[src/include/ppio_regs.vh]
`ifndef PPIO_REGS_VH
`define PPIO_REGS_VH

// host port select codes
`define PPIO_SEL_PORT_A 2'h0
`define PPIO_SEL_PORT_B 2'h1
`define PPIO_SEL_PORT_C 2'h2
`define PPIO_SEL_CTRL 2'h3

// mode control word reset value
`define PPIO_MODE_RESET 8'h9B

// mode word field positions
`define PPIO_MW_FLAG 3'h7
`define PPIO_MW_A_MODE_HI 3'h6
`define PPIO_MW_A_MODE_LO 3'h5
`define PPIO_MW_A_IN 3'h4
`define PPIO_MW_CU_IN 3'h3
`define PPIO_MW_B_MODE 3'h2
`define PPIO_MW_B_IN 3'h1
`define PPIO_MW_CL_IN 3'h0

// single-bit command field positions
`define PPIO_BSR_SEL_HI 3'h3
`define PPIO_BSR_SEL_LO 3'h1
`define PPIO_BSR_VAL 3'h0

// port C handshake positions
`define PPIO_PC_B_REQ 3'h0
`define PPIO_PC_B_FULL 3'h1
`define PPIO_PC_B_HS 3'h2
`define PPIO_PC_A_REQ 3'h3
`define PPIO_PC_A_STB 3'h4
`define PPIO_PC_A_IBF 3'h5
`define PPIO_PC_A_ACK 3'h6
`define PPIO_PC_A_OBF 3'h7

`endif

[src/hw/ppio_buf.v]
`timescale 1ns/10ps
`default_nettype none
module ppio_buf #(
  parameter W = 8,
  parameter AW = 1
) (
  // clock and control
  input wire clk,
  input wire rst_n,
  input wire ce,
  input wire flush,
  // fill side
  input wire in_valid,
  output wire in_ready,
  input wire [W-1:0] in_data,
  // drain side
  output wire out_valid,
  input wire out_ready,
  output wire [W-1:0] out_data
);
  localparam DEPTH = 1 << AW;
  reg [W-1:0] mem [0:DEPTH-1];
  reg [AW:0] wp;
  reg [AW:0] rp;
  wire empty;
  wire full;

  assign empty = (wp == rp);
  assign full = (wp[AW] != rp[AW]) && (wp[AW-1:0] == rp[AW-1:0]);
  assign in_ready = ~full;
  assign out_valid = ~empty;
  assign out_data = mem[rp[AW-1:0]];

  always @(posedge clk) begin
    if (ce && in_valid && !full) begin
      mem[wp[AW-1:0]] <= in_data;
    end
  end

  always @(posedge clk or negedge rst_n) begin
    if (!rst_n) begin
      wp <= {(AW+1){1'b0}};
      rp <= {(AW+1){1'b0}};
    end else if (ce) begin
      if (flush) begin
        wp <= {(AW+1){1'b0}};
        rp <= {(AW+1){1'b0}};
      end else begin
        if (in_valid && !full) begin
          wp <= wp + {{AW{1'b0}}, 1'b1};
        end
        if (out_ready && !empty) begin
          rp <= rp + {{AW{1'b0}}, 1'b1};
        end
      end
    end
  end
endmodule
`default_nettype wire

[src/hw/ppio_top.v]
`timescale 1ns/10ps
`default_nettype none
`include "ppio_regs.vh"
module ppio_top (
  // clock, reset, enable
  input wire CLK,
  input wire RST_N,
  input wire CE,
  // host bus
  input wire CS_N,
  input wire RD_N,
  input wire WR_N,
  input wire [1:0] PORT_SELECT,
  input wire [7:0] D_IN,
  output reg [7:0] D_OUT,
  output wire D_OE,
  // port A
  input wire [7:0] PA_IN,
  output reg [7:0] PA_OUT,
  output reg [7:0] PA_OE,
  // port B
  input wire [7:0] PB_IN,
  output reg [7:0] PB_OUT,
  output reg [7:0] PB_OE,
  // port C
  input wire [7:0] PC_IN,
  output reg [7:0] PC_OUT,
  output reg [7:0] PC_OE
);

  function req_next;
    input flag;
    input line_high;
    input enable;
    input host_busy;
    begin
      req_next = flag & line_high & enable & ~host_busy;
    end
  endfunction

  function [7:0] pin_state;
    input [7:0] drv;
    input [7:0] oe;
    input [7:0] pins;
    begin
      pin_state = (drv & oe) | (pins & ~oe);
    end
  endfunction

  reg [7:0] mode_control_word;
  reg [7:0] pa_lat;
  reg [7:0] pb_lat;
  reg [7:0] pc_lat;
  reg group_a_request_enable;
  reg group_b_request_enable;
  reg obf_a_n;
  reg obf_b_n;
  reg sr_a;
  reg sr_b;
  reg rd_q;
  reg wr_q;
  reg [1:0] addr_q;
  reg [7:0] data_q;
  reg stb_a_q;
  reg stb_b_q;
  reg [7:0] next_pc_out;
  reg [7:0] next_pc_oe;
  reg [7:0] next_d_out;
  reg [7:0] wmask;

  wire rd_act = ~CS_N & ~RD_N;
  wire wr_act = ~CS_N & ~WR_N;
  wire rd_rise = rd_q & ~rd_act;
  wire wr_rise = wr_q & ~wr_act;

  // mode 2 is not built; any nonzero group A mode runs the strobed handshake
  wire a_strobed = mode_control_word[`PPIO_MW_A_MODE_HI] |
                   mode_control_word[`PPIO_MW_A_MODE_LO];
  wire b_strobed = mode_control_word[`PPIO_MW_B_MODE];
  wire a_in = mode_control_word[`PPIO_MW_A_IN];
  wire b_in = mode_control_word[`PPIO_MW_B_IN];
  wire cu_in = mode_control_word[`PPIO_MW_CU_IN];
  wire cl_in = mode_control_word[`PPIO_MW_CL_IN];
  wire wr_ctrl = wr_rise && (addr_q == `PPIO_SEL_CTRL);
  wire mode_wr = wr_ctrl && data_q[`PPIO_MW_FLAG];
  wire bsr_wr = wr_ctrl && !data_q[`PPIO_MW_FLAG];
  wire [2:0] bsr_bit = data_q[`PPIO_BSR_SEL_HI:`PPIO_BSR_SEL_LO];
  wire bsr_val = data_q[`PPIO_BSR_VAL];
  wire sel_a_rd = rd_act && (PORT_SELECT == `PPIO_SEL_PORT_A);
  wire sel_b_rd = rd_act && (PORT_SELECT == `PPIO_SEL_PORT_B);
  wire sel_a_wr = wr_act && (PORT_SELECT == `PPIO_SEL_PORT_A);
  wire sel_b_wr = wr_act && (PORT_SELECT == `PPIO_SEL_PORT_B);
  wire stb_a = PC_IN[`PPIO_PC_A_STB];
  wire stb_b = PC_IN[`PPIO_PC_B_HS];
  wire ack_a = PC_IN[`PPIO_PC_A_ACK];
  wire ack_b = PC_IN[`PPIO_PC_B_HS];
  wire a_load = a_strobed & a_in & stb_a_q & ~stb_a;
  wire b_load = b_strobed & b_in & stb_b_q & ~stb_b;
  wire a_pop = a_strobed & a_in & rd_rise & (addr_q == `PPIO_SEL_PORT_A);
  wire b_pop = b_strobed & b_in & rd_rise & (addr_q == `PPIO_SEL_PORT_B);
  wire a_push = a_strobed & ~a_in & wr_rise & (addr_q == `PPIO_SEL_PORT_A);
  wire b_push = b_strobed & ~b_in & wr_rise & (addr_q == `PPIO_SEL_PORT_B);
  wire a_rdy;
  wire b_rdy;
  wire ibf_a;
  wire ibf_b;
  wire [7:0] a_held;
  wire [7:0] b_held;
  assign D_OE = rd_act;

  // a strobe that arrives while both entries are full is refused
  ppio_buf #(.W(8), .AW(1)) u_buf_a (
    .clk(CLK),
    .rst_n(RST_N),
    .ce(CE),
    .flush(mode_wr),
    .in_valid(a_load & a_rdy),
    .in_ready(a_rdy),
    .in_data(PA_IN),
    .out_valid(ibf_a),
    .out_ready(a_pop),
    .out_data(a_held)
  );

  ppio_buf #(.W(8), .AW(1)) u_buf_b (
    .clk(CLK),
    .rst_n(RST_N),
    .ce(CE),
    .flush(mode_wr),
    .in_valid(b_load & b_rdy),
    .in_ready(b_rdy),
    .in_data(PB_IN),
    .out_valid(ibf_b),
    .out_ready(b_pop),
    .out_data(b_held)
  );

  // host bus sampling; writes commit on the closing edge of the strobe
  always @(posedge CLK or negedge RST_N) begin
    if (!RST_N) begin
      rd_q <= 1'b0;
      wr_q <= 1'b0;
      addr_q <= `PPIO_SEL_PORT_A;
      data_q <= 8'h00;
      stb_a_q <= 1'b1;
      stb_b_q <= 1'b1;
    end else if (CE) begin
      rd_q <= rd_act;
      wr_q <= wr_act;
      stb_a_q <= stb_a;
      stb_b_q <= stb_b;
      if (rd_act || wr_act) begin
        addr_q <= PORT_SELECT;
      end
      if (wr_act) begin
        data_q <= D_IN;
      end
    end
  end

  always @* begin
    wmask = 8'h00;
    if (!a_strobed && !cu_in) begin
      wmask[7:4] = 4'hF;
    end
    if (!b_strobed && !cl_in) begin
      wmask[2:0] = 3'h7;
      wmask[3] = ~a_strobed;
    end
  end

  // control, latches and enables
  always @(posedge CLK or negedge RST_N) begin
    if (!RST_N) begin
      mode_control_word <= `PPIO_MODE_RESET;
      pa_lat <= 8'h00;
      pb_lat <= 8'h00;
      pc_lat <= 8'h00;
      group_a_request_enable <= 1'b0;
      group_b_request_enable <= 1'b0;
    end else if (CE) begin
      if (mode_wr) begin
        mode_control_word <= data_q;
        pa_lat <= 8'h00;
        pb_lat <= 8'h00;
        pc_lat <= 8'h00;
        group_a_request_enable <= 1'b0;
        group_b_request_enable <= 1'b0;
      end else if (bsr_wr) begin
        pc_lat[bsr_bit] <= bsr_val;
        if (a_strobed && ((a_in && bsr_bit == `PPIO_PC_A_STB) ||
            (!a_in && bsr_bit == `PPIO_PC_A_ACK))) begin
          group_a_request_enable <= bsr_val;
        end
        if (b_strobed && bsr_bit == `PPIO_PC_B_HS) begin
          group_b_request_enable <= bsr_val;
        end
      end else if (wr_rise) begin
        if (addr_q == `PPIO_SEL_PORT_A) begin
          pa_lat <= data_q;
        end else if (addr_q == `PPIO_SEL_PORT_B) begin
          pb_lat <= data_q;
        end else if (addr_q == `PPIO_SEL_PORT_C) begin
          pc_lat <= (pc_lat & ~wmask) | (data_q & wmask);
        end
      end
    end
  end

  // output full flags: the host write sets, acknowledge low clears, set wins
  always @(posedge CLK or negedge RST_N) begin
    if (!RST_N) begin
      obf_a_n <= 1'b1;
      obf_b_n <= 1'b1;
    end else if (CE) begin
      if (mode_wr) begin
        obf_a_n <= 1'b1;
      end else if (a_push) begin
        obf_a_n <= 1'b0;
      end else if (!ack_a) begin
        obf_a_n <= 1'b1;
      end
      if (mode_wr) begin
        obf_b_n <= 1'b1;
      end else if (b_push) begin
        obf_b_n <= 1'b0;
      end else if (!ack_b) begin
        obf_b_n <= 1'b1;
      end
    end
  end

  // service requests; a host read of an input port or a write of an output port, closing edge included, holds them low
  // so that no one-cycle request slips out before the full flag has moved
  always @(posedge CLK or negedge RST_N) begin
    if (!RST_N) begin
      sr_a <= 1'b0;
      sr_b <= 1'b0;
    end else if (CE) begin
      if (!a_strobed || mode_wr) begin
        sr_a <= 1'b0;
      end else if (a_in) begin
        sr_a <= req_next(ibf_a, stb_a, group_a_request_enable, sel_a_rd | a_pop);
      end else begin
        sr_a <= req_next(obf_a_n, ack_a, group_a_request_enable, sel_a_wr | a_push);
      end
      if (!b_strobed || mode_wr) begin
        sr_b <= 1'b0;
      end else if (b_in) begin
        sr_b <= req_next(ibf_b, stb_b, group_b_request_enable, sel_b_rd | b_pop);
      end else begin
        sr_b <= req_next(obf_b_n, ack_b, group_b_request_enable, sel_b_wr | b_push);
      end
    end
  end

  // port C line assignment per group mode
  always @* begin
    next_pc_out = pc_lat;
    next_pc_oe = {{4{~cu_in}}, {4{~cl_in}}};
    if (a_strobed) begin
      next_pc_out[`PPIO_PC_A_REQ] = sr_a;
      next_pc_oe[`PPIO_PC_A_REQ] = 1'b1;
      if (a_in) begin
        next_pc_out[`PPIO_PC_A_IBF] = ibf_a;
        next_pc_oe[`PPIO_PC_A_IBF] = 1'b1;
        next_pc_oe[`PPIO_PC_A_STB] = 1'b0;
      end else begin
        next_pc_out[`PPIO_PC_A_OBF] = obf_a_n;
        next_pc_oe[`PPIO_PC_A_OBF] = 1'b1;
        next_pc_oe[`PPIO_PC_A_ACK] = 1'b0;
      end
    end
    if (b_strobed) begin
      next_pc_out[`PPIO_PC_B_REQ] = sr_b;
      next_pc_oe[`PPIO_PC_B_REQ] = 1'b1;
      next_pc_out[`PPIO_PC_B_FULL] = b_in ? ibf_b : obf_b_n;
      next_pc_oe[`PPIO_PC_B_FULL] = 1'b1;
      next_pc_oe[`PPIO_PC_B_HS] = 1'b0;
    end
  end

  // pin drive; data is loaded in the same edge that drops output full
  always @(posedge CLK or negedge RST_N) begin
    if (!RST_N) begin
      PA_OUT <= 8'h00;
      PA_OE <= 8'h00;
      PB_OUT <= 8'h00;
      PB_OE <= 8'h00;
      PC_OUT <= 8'h00;
      PC_OE <= 8'h00;
    end else if (CE) begin
      PA_OUT <= pa_lat;
      PA_OE <= {8{~a_in}};
      PB_OUT <= pb_lat;
      PB_OE <= {8{~b_in}};
      PC_OUT <= next_pc_out;
      PC_OE <= next_pc_oe;
    end
  end

  // read data
  always @* begin
    next_d_out = D_OUT;
    if (PORT_SELECT == `PPIO_SEL_PORT_A) begin
      if (!a_in) begin
        next_d_out = pa_lat;
      end else if (a_strobed) begin
        next_d_out = a_held;
      end else begin
        next_d_out = PA_IN;
      end
    end else if (PORT_SELECT == `PPIO_SEL_PORT_B) begin
      if (!b_in) begin
        next_d_out = pb_lat;
      end else if (b_strobed) begin
        next_d_out = b_held;
      end else begin
        next_d_out = PB_IN;
      end
    end else if (PORT_SELECT == `PPIO_SEL_PORT_C) begin
      next_d_out = pin_state(PC_OUT, PC_OE, PC_IN);
      if (a_strobed && a_in) begin
        next_d_out[`PPIO_PC_A_STB] = group_a_request_enable;
      end
      if (a_strobed && !a_in) begin
        next_d_out[`PPIO_PC_A_ACK] = group_a_request_enable;
      end
      if (b_strobed) begin
        next_d_out[`PPIO_PC_B_HS] = group_b_request_enable;
      end
    end else begin
      next_d_out = mode_control_word;
    end
  end

  always @(posedge CLK or negedge RST_N) begin
    if (!RST_N) begin
      D_OUT <= 8'h00;
    end else if (CE && rd_act) begin
      D_OUT <= next_d_out;
    end
  end

endmodule
`default_nettype wire

[config.mk]
export PLATFORM = sky130hd
export DESIGN_NAME = ppio_top
export DESIGN_NICKNAME = d
export VERILOG_FILES = /design/src/hw/ppio_buf.v /design/src/hw/ppio_top.v
export VERILOG_INCLUDE_DIRS = /design/src /design/src/include
export SDC_FILE = /design/constraint.sdc
export NUM_CORES = 1
export LEC_CHECK = 0
export ABC_AREA = 0
export BUFFER_PORTS_ARGS = -buffer_cell sky130_fd_sc_hd__clkbuf_2
export CAP_MARGIN = 20
export CORE_ASPECT_RATIO = 0.9
export CORE_UTILIZATION = 45
export DETAILED_ROUTE_END_ITERATION = 8
export HOLD_SLACK_MARGIN = 0.1
export PLACE_DENSITY = 0.75
export SYNTH_ARGS = -nofsm -noshare
export SYNTH_HDL_FRONTEND = slang
export SYNTH_HIERARCHICAL = 1
export SYNTH_SLANG_ARGS = --single-unit
[constraint.sdc]
create_clock -name CLK -period 2.3 [get_ports CLK]
set_clock_uncertainty 0.2 [all_clocks]
set_input_delay 0.115 -clock CLK [delete_from_list [all_inputs] [get_ports CLK]]
set_output_delay 0.115 -clock CLK [all_outputs]
set_load 0.05 [all_outputs]
==> results of run 1 <==
## final timing paths
check,start,to,slack (ns),depth (start not counted)
worst max-delay path,u_buf_b/rp[0],D_OUT[5],0.1,5
worst min-delay path,PC_IN[5],D_OUT[5],0.12,4
worst max register to register,u_buf_b/rp[0],D_OUT[5],0.1,5
worst min register to register,mode_control_word[7],mode_control_word[7],0.30,1
max in group asynchronous,RST_N,pb_lat[5],0.61,3
min in group asynchronous,RST_N,PC_OE[6],0.70,4
## repair_timing
action | CTS | global route
hold buffers | 41 | 0
endpoints found under the setup margin | 25 | 31
pin swaps | 0 | 0
setup buffers | 0 | 2
resized for setup | 4 | 5
endpoints found under the hold margin | 165 | 0
## routing by layer
| layer | up-vias | share of wire, % |
|---|---|---|
| li1 | 2479 | - |
| met1 | 2732 | 41 |
| met2 | 280 | 48 |
| met3 | 40 | 8.6 |
| met4 | 0 | 2.3 |
| met5 | - | 0 |
## cell usage in the layout (no fill, tap or decap), types with 21 or more instances in the layout
cell type,netlist,layout
clkbuf_2,1,95
a21oi_1,25,21
nand2_1,54,54
dlygate4sd3_1,0,41
buf_4,18,32
nor2_1,39,39
mux2i_1,23,23
dfrtp_1,92,90
mux2_2,68,68
o21ai_0,35,35
edfxtp_1,32,32
## tightest hold or removal path, cell delays in order
cell and delay [ns]:
clkbuf_2 0.08, mux2_2 0.14, mux4_2 0.22, mux2_2 0.15
## kinds of logic (layout without fill, tap and decap cells)
logic type	count (synthesis)	in the layout	share of synthesized area (%)
compound gates	140	140	14.13
xor+xnor	7	7	1.124
buf+inv	68	220	5.361
flops	133	133	51.53
mux	97	97	16.54
simple gates	156	156	11.31
## power breakdown
| part | leakage (nW) | switching (mW) | internal [mW] |
|---|---|---|---|
| clock | 0.302 | 1.00 | 1.84 |
| sequential | 1.51 | 0.676 | 3.06 |
| combinational | 1.87 | 2.53 | 1.29 |
## cell type report
type,instances,area (µm²)
fill,1222,6141
sequential,133,3502
multi-input combinational,400,2968
timing repair buffer,170,1166
clock buffer,24,501.7
tap,198,247.7
clock inverter,8,120.1
inverter,18,67.56
==> qor.txt, run 1 <==
Most common cell in the netlist = dfrtp_1
Synth Net Count = 641
Mean Syn Cell Area = 11.30 µm²
Crit path time final = 2.203 ns
Worst-Margin Slew = 0.9239 ns
Yosys cell types = 75
Leak pwr = 3.683 nW
GRT Resource Usage Total = 24.67%
# DRC = 0
Unrepaired setup endpoints after global routing = no
First-pass DRT Iterations = 5
Worst Path Required = 2.41 ns
M2 GR Usage = 38.72%
Clock slew at reported path FFs = 0.06 ns
Non-filler cells, final = 951
Total number of vias = 5531
F_max = 453.9 MHz
Setup_tns = 0 ns
Syn Inst Count = 601
Max-cap violations = 0
Master of the slowest instance on the critical path = dfrtp_2
Worst setup EP type = register
Largest net degree at the start of global routing = 58
Pwr/cell area = 1212 nW/µm²
Number of buffers inserted by port buffering = 96
Latest clock arrival within the worst-skew pair = 0.42 ns
Critical Path Fanout Max = 10
CP Cell Sequence = mux2_2 > mux2i_1 > a21oi_1 > mux4_2 > mux2_2
Startpoint types = register
Sequential area share after synthesis = 51.53%
WHS = 0.1242 ns
Die Height = 118.5 µm
Endpoints failing setup = 0
Ports = 97
Ys flop type = dfrtp_1
Die width = 131.5 µm
Final Cell Area = 8573 µm²
Initial core utilization = 46.16%
Initial antenna violation count = 0
Global-route wire length before repair = 29230 µm
Placed Cells = 876
Diode count = 0
Status = finished clean
CP most frequent cell = mux2_2
CTS tree = built
CTS buffer count = 17
Core area = 14710 µm²
DP Worst Slack = -0.004171 ns
Final GP Congestion = 0.8961
Area Growth Syn to Fin = 26.23%
Die ar. = 15590 µm²
Power, Total = 10.40 mW
Hold Path Class = input port to register
Longest Clk Path Bufs = 2
Final worst slack = 0.09690 ns
Ys Warns = 6
Synth area leader = dfrtp_1
Total gr overflow = 0
Top cells by count, synth = 92 x dfrtp_1, 68 x mux2_2, 54 x nand2_1, 39 x nor2_1, 35 x o21ai_0
Final wirelength = 18420 µm
Max_slew headroom = 38.20%
Slowest cell delay on critical path = 0.51 ns
Share of cells above drive strength 1 = 36.12%
Critical path type = register to register
Max rail drop VDD = 578.4 µV
Placed instance area = 7491 µm²
Root buf cell = clkbuf_16
CP delay by family, top = multiplexers
Number of vias per cell = 5.816
H-tree depth = 4
Final nets = 780
Area share of the largest cell type after synthesis = 33.90%
Clk sinks = 133
# rows = 42
WP buf/inv = 0
Final core utilization = 58.27%
Gr busiest metal = met2
Seq cells post-synth = 133
Final period util = 95.79%
Final Hold Viols = 0
Top cells by area, synth = dfrtp_1 34%, edfxtp_1 14%, mux2_2 11%
Drt wl/cell = 19.37 µm
Number of global-route vias before repair = 5473
Number of enable flip-flop cells after synthesis = 32
Number of DRC markers in iteration 0 = 544
M1 GR Usage = 32.50%
WP data arrival = 2.31 ns
Antenna-violating nets left = 0
Cell Area, Synth = 6792 µm²
Dpl hpwl = 13270 µm
Met3 usage = 6.564%
Fin. max-slew vios = 0
Ys async rst share = 75.94%
No activity file was read; power rests on OpenSTA's default activity.
==> inputs of run 2 (changes only) <==
- CORE_MARGIN: not set -> 2
- RECOVER_POWER: not set -> 25
- SETUP_SLACK_MARGIN: not set -> 0.4
==> run 2 against run 1 <==
Core utilization grew 4.6 points. Sequential share of layout area fell by 2.8 points. Non-clock buffer count is 34 higher. Maximum frequency is 2.6% higher. Sequential cell count unchanged. Via count rose by 6.5%. Clock power barely moved. Largest cell class unchanged. Largest power group unchanged.
==> qor.txt, run 2 (synthesis results as in run 1) <==
Status = finished clean
Area of the multi-input gates = 3291 µm² (+11%)
Final period util = 93.37% (-2.4 points)
Final Hold Viols = 0 (unchanged)
Die Height = 120.5 µm (+1.7%)
Part of the power in registers = 35.1% (-0.8 points)
Number of global-route vias before repair = 5699 (+4.1%)
Crit path time final = 2.147 ns (-0.05569 ns)
Final Cell Area = 9246 µm² (+7.9%)
Commonest non-fill, non-tap cell in the layout = clkbuf_2
Switching share of power = 40.24% (-0.20 points)
Critical Path Fanout Max = 9 (-1)
Ports = 97 (unchanged)
Leak pwr = 3.884 nW (+5.4%)
Final nets = 815 (+4.5%)
Area Growth Syn to Fin = 36.15%
Global-route wire length before repair = 30460 µm (+4.2%)
GRT Resource Usage Total = 24.98% (+0.31 points)
CP Cell Sequence = buf_12 > buf_8 > xnor2_4 > nand2_2 > nand2_2 > nor4_4 > nand3_1 > a21oi_4 > buf_12
Final wirelength = 20270 µm (+10%)
Fin. max-slew vios = 0 (unchanged)
Worst-Margin Slew = 1.370 ns (+0.4458 ns)
Number of buffers inserted by port buffering = 96 (unchanged)
Layout filler cell count = 1149 (-6.0%)
Met3 WL = 1829 µm (+15%)
Diode count = 0 (unchanged)
Slowest cell delay on critical path = 0.39 ns (-0.12 ns)
Number of DRC markers in iteration 0 = 642 (+18%)
CTS buffer count = 17 (unchanged)
Core area = 14710 µm² (unchanged)
Max_slew headroom = 8.685% (-30 points)
Drt wl/cell = 20.56 µm (+6.1%)
Unrepaired setup endpoints after global routing = yes
Clock slew at reported path FFs = 0.06 ns (about the same)
Initial core utilization = 46.16% (unchanged)
Share of cells above drive strength 1 = 42.51% (+6.4 points)
Power, Total = 10.85 mW (+4.4%)
# DRC = 0 (unchanged)
Max-cap violations = 0 (unchanged)
Root buf cell = clkbuf_16
Antenna-violating nets left = 0 (unchanged)
Longest Clk Path Bufs = 2 (unchanged)
Die width = 133.5 µm (+1.5%)
WP data arrival = 2.08 ns (-0.23 ns)
First-pass DRT Iterations = 6 (+1)
Number of vias per cell = 5.974 (+2.7%)
DP Worst Slack = 0.1474 ns (+0.1516 ns)
Worst setup EP type = register
Int Power = 6.483 mW (+4.7%)
Clock power frac = 26.5% (-0.8 points)
F_max = 465.7 MHz (+2.6%)
Largest net degree at the start of global routing = 102 (+76%)
Most frequent cells in the layout = 80 x clkbuf_2, 78 x dfrtp_1, 56 x mux2_2
Endpoints failing setup = 0 (unchanged)
WHS = 0.1231 ns (-0.001094 ns)
Startpoint types = register
M1 wire length = 8193 µm (+8.6%)
Dpl hpwl = 13410 µm (+1.1%)
Total gr overflow = 0 (unchanged)
Highest routed layer = met4
Initial antenna violation count = 0 (unchanged)
Placed instance area = 7615 µm² (+1.7%)
# rows = 42 (unchanged)
Setup_tns = 0 ns (unchanged)
H-tree depth = 4 (unchanged)
Final GP Congestion = 0.9541 (+6.5%)
Pwr/cell area = 1173 nW/µm² (-3.2%)
Final worst slack = 0.1526 ns (+0.05569 ns)
CTS tree = built
Max rail drop VDD = 894.8 µV (+55%)
Switch Pwr = 4.364 mW (+3.8%)
Combinational share of power = 38.5% (+1.8 points)
Total number of vias = 5890 (+6.5%)
Hold Path Class = input port to register
Master of the slowest instance on the critical path = dfrtp_1
Die ar. = 16090 µm² (+3.2%)
Met2 Wirelength = 9661 µm (+9.2%)
Clk sinks = 133 (unchanged)
Area occupied by registers = 3517 µm² (+0.43%)
Critical path type = register to register
Latest clock arrival within the worst-skew pair = 0.43 ns (about the same)
Worst Path Required = 2.24 ns (-0.17 ns)
[run 2: cell types whose count changed in the layout (fill, tap and decap cells not counted), moves of 4 or more]
cell / before / now
nor2_1: 39 / 35
dfrtp_1: 90 / 78
mux2_2: 68 / 56
mux2i_1: 23 / 19
buf_6: 0 / 14
nand2_1: 54 / 49
clkbuf_2: 95 / 80
nor2_2: 1 / 5
clkbuf_1: 2 / 20
mux2_4: 1 / 13
dfrtp_2: 2 / 14
buf_4: 32 / 46
[run 2: routing by layer]
| layer | vias to the layer above | GRT usage (%) |
|---|---|---|
| met4 | 0 | 8.910 |
| met1 | 2903 | 32.97 |
| met5 | - | 0 |
| met2 | 367 | 39.63 |
| met3 | 56 | 7.128 |
| li1 | 2564 | - |
[run 2: worst paths after layout]
check,from,end,slack (ns),cells past startpoint
hold reg to reg,PC_OUT[1],PC_OUT[1],0.29,1
setup / recovery,u_buf_b/rp[0],u_buf_b/mem[1][3],0.15,9
min in group asynchronous,RST_N,data_q[5],0.47,3
hold / removal,PC_IN[7],D_OUT[7],0.12,4
setup reg to reg,u_buf_b/rp[0],u_buf_b/mem[1][3],0.15,9
max in group asynchronous,RST_N,PC_OE[1],0.47,3
[run 2: power by group through the flow]
stage,Sequential (mW),Combinational (mW),Clock (mW)
final,3.81,4.17,2.87
after global routing,3.88,4.42,2.99
after CTS,3.76,3.91,2.89
after detailed placement,3.80,3.74,0
after global placement,3.77,3.68,0
after floorplan,4.49,1.96,0
[run 2: worst max-delay path: cells and delay by family, from the launching register on]
kind	cells	cell delay (ns)
buf+inv	3	0.43
compound gates	1	0.18
flops	1	0.39
simple gates	4	0.51
xor+xnor	1	0.15
[run 2: layout make-up]
type | count | share of cell area, %
clock inverters | 5 | 0.8660
well taps | 198 | 2.679
inverters | 18 | 0.7578
clock buffers | 27 | 6.022
repair buffers | 204 | 16.05
flip-flops and latches | 133 | 38.04
multi-input cells | 401 | 35.59
[run 2: repair_timing]
item	4_1_cts	5_1_grt
resized for setup	32	52
endpoints found under the hold margin	160	0
endpoints found under the setup margin	50	74
setup buffers	21	15
cloned	1	0
hold buffers	41	0
pin swaps	13	16
[run 2: per-stage QoR]
stage,util [%],cells
5_1_grt,62.84,986
6_report,62.84,986
3_3_place_gp,51.75,876
4_1_cts,60.95,971
2_1_floorplan,-,601
3_5_place_dp,51.75,876
==> inputs of run 3 (changes only) <==
- CORE_UTILIZATION: 45 -> 52
- GPL_ROUTABILITY_DRIVEN: not set -> 0
- PLACE_DENSITY: 0.75 -> 0.83
- SKIP_CTS_REPAIR_TIMING: not set -> 1
==> run 3 against run 2 <==
Via count fell by 0.76%. Highest routed layer unchanged. Global-route usage up 1.4 points. Sequential share of layout area up 1.2 points. First-iteration DRC count grew 31%. Critical path type unchanged. Die area is 13% lower. Hold slack worse by 0.039 ns. Clock power down 2%. Setup slack got worse by 0.033 ns.
==> qor.txt, run 3 (synthesis results as in run 1) <==
Master of the slowest instance on the critical path = dfstp_1
Antenna-violating nets left = 0 (unchanged)
Drt wl/cell = 22.12 µm (+7.6%)
Unrepaired setup endpoints after global routing = yes
Status = finished clean
Clock slew at reported path FFs = 0.06 ns (about the same)
Setup_tns = 0 ns (unchanged)
CP delay by family, top = compound AO/OA/AOI/OAI gates
Total number of vias = 5845 (-0.76%)
Layout filler cell count = 848 (-26%)
CTS buffer count = 17 (unchanged)
Number of global-route vias before repair = 5237 (-8.1%)
Endpoints failing setup = 0 (unchanged)
Final Hold Viols = 0 (unchanged)
Largest net degree at the start of global routing = 40 (-61%)
Final wirelength = 20620 µm (+1.7%)
Die width = 124.5 µm (-6.8%)
Share of cells above drive strength 1 = 40.23% (-2.3 points)
Final nets = 795 (-2.5%)
Clk sinks = 133 (unchanged)
Area Growth Syn to Fin = 31.96%
Pwr/cell area = 1198 nW/µm² (+2.1%)
H-tree depth = 4 (unchanged)
Longest Clk Path Bufs = 2 (unchanged)
Crit path time final = 2.181 ns (+0.03311 ns)
Die Height = 112.4 µm (-6.7%)
Max-cap violations = 0 (unchanged)
Global-route wire length before repair = 28300 µm (-7.1%)
GRT Resource Usage Total = 26.41% (+1.4 points)
Fin. max-slew vios = 0 (unchanged)
F_max = 458.6 MHz (-1.5%)
WP buf/inv = 0 (-3)
Most frequent cells in the layout = 82 x dfrtp_1, 71 x clkbuf_2, 58 x mux2_2
Ports = 97 (unchanged)
Critical path type = register to register
CP Cell Sequence = o21a_1 > and3_4 > nand3_1 > a2111o_1 > o21ai_2
# rows = 39 (-7.1%)
Area occupied by registers = 3515 µm² (about the same)
Commonest non-fill, non-tap cell in the layout = dfrtp_1
Diode count = 0 (unchanged)
Non-filler cells, final = 932 (-5.5%)
Number of DRC markers in iteration 0 = 840 (+31%)
Final period util = 94.80% (+1.4 points)
Number of vias per cell = 6.271 (+5.0%)
CTS tree = built
Max rail drop VDD = 933.3 µV (+4.3%)
Initial antenna violation count = 0 (unchanged)
Number of buffers inserted by port buffering = 96 (unchanged)
Slowest cell delay on critical path = 0.73 ns (+0.34 ns)
Dpl hpwl = 13270 µm (-1.1%)
Leak pwr = 3.755 nW (-3.3%)
Max_slew headroom = 31.72% (+23 points)
Worst Path Required = 2.44 ns (+0.20 ns)
Root buf cell = clkbuf_16
Worst-Margin Slew = 1.024 ns (-0.3455 ns)
Placed Cells = 840 (-4.1%)
Critical Path Fanout Max = 8 (-1)
First-pass DRT Iterations = 9 (+3)
Hold Path Class = input port to register
Latest clock arrival within the worst-skew pair = 0.42 ns (about the same)
Total gr overflow = 0 (unchanged)
Area of the multi-input gates = 3242 µm² (-1.5%)
# DRC = 0 (unchanged)
Startpoint types = register
Worst setup EP type = register
WP data arrival = 2.33 ns (+0.25 ns)
Initial core utilization = 53.33% (+7.2 points)
Die ar. = 13990 µm² (-13%)
Core area = 12740 µm² (-13%)
-- run 3: cell types whose count changed in the layout (fill, tap and decap cells not counted), moves of 4 or more --
| cell | previous run | this run |
|---|---|---|
| dlygate4sd3_1 | 41 | 34 |
| o21ai_0 | 33 | 29 |
| clkbuf_1 | 20 | 29 |
| dfrtp_1 | 78 | 82 |
| buf_4 | 46 | 34 |
| dfrtp_2 | 14 | 9 |
| clkbuf_2 | 80 | 71 |
-- run 3: path summary, 6_finish.rpt --
kind / depth (start not counted) / startpoint / end / slack (ns)
worst max-delay path: 5 / mode_control_word[4] / u_buf_a/rp[1] / 0.12
worst min-delay path: 4 / PC_IN[7] / D_OUT[7] / 0.08
worst max register to register: 5 / mode_control_word[4] / u_buf_a/rp[1] / 0.12
worst min register to register: 1 / mode_control_word[7] / mode_control_word[7] / 0.30
max in group asynchronous: 4 / RST_N / stb_a_q / 0.29
min in group asynchronous: 3 / RST_N / mode_control_word[2] / 0.74
-- run 3: power breakdown --
part	switching (mW)	internal, mW	total, mW
Clock	1.02	1.79	2.80
Sequential	0.753	3.06	3.82
Combinational	2.65	1.46	4.12
-- run 3: final cells by class --
class	instances	share of cell area (%)
tap	164	2.290
timing repair buffer	185	14.56
multi-input combinational	400	36.17
clock inverter	6	0.6701
clock buffer	26	6.268
sequential	133	39.22
inverter	18	0.8237
-- run 3: worst register-to-register path, cell delays in order, from the launching register on --
cell and delay, ns:
dfstp_1 0.73, o21a_1 0.26, and3_4 0.25, nand3_1 0.13, a2111o_1 0.46, o21ai_2 0.08
-- run 3: through the flow --
stage | total power [mW] | util [%] | setup WS [ns] | area, µm² | hold slack (ns)
finish | 10.73 | 70.37 | 0.1195 | 8962 | 0.08389
global route | 11.10 | 70.37 | 0.08401 | 8962 | 0.1058
CTS | 10.25 | 63.93 | 0.1080 | 8142 | -0.5198
detailed placement | 7.478 | 59.04 | 0.1536 | 7520 | -0.07840
global placement | 7.358 | 59.04 | 0.2421 | 7520 | -0.07698
floorplan | 6.451 | - | 0.2404 | 6939 | -0.3806
-- run 3: layer usage --
layer	vias to the layer above	share of wire, %	track usage, %
li1	2506	-	-
met1	2849	38	34.44
met2	414	48	42.95
met3	76	10	6.768
met4	0	3.7	10.11
met5	-	0	0
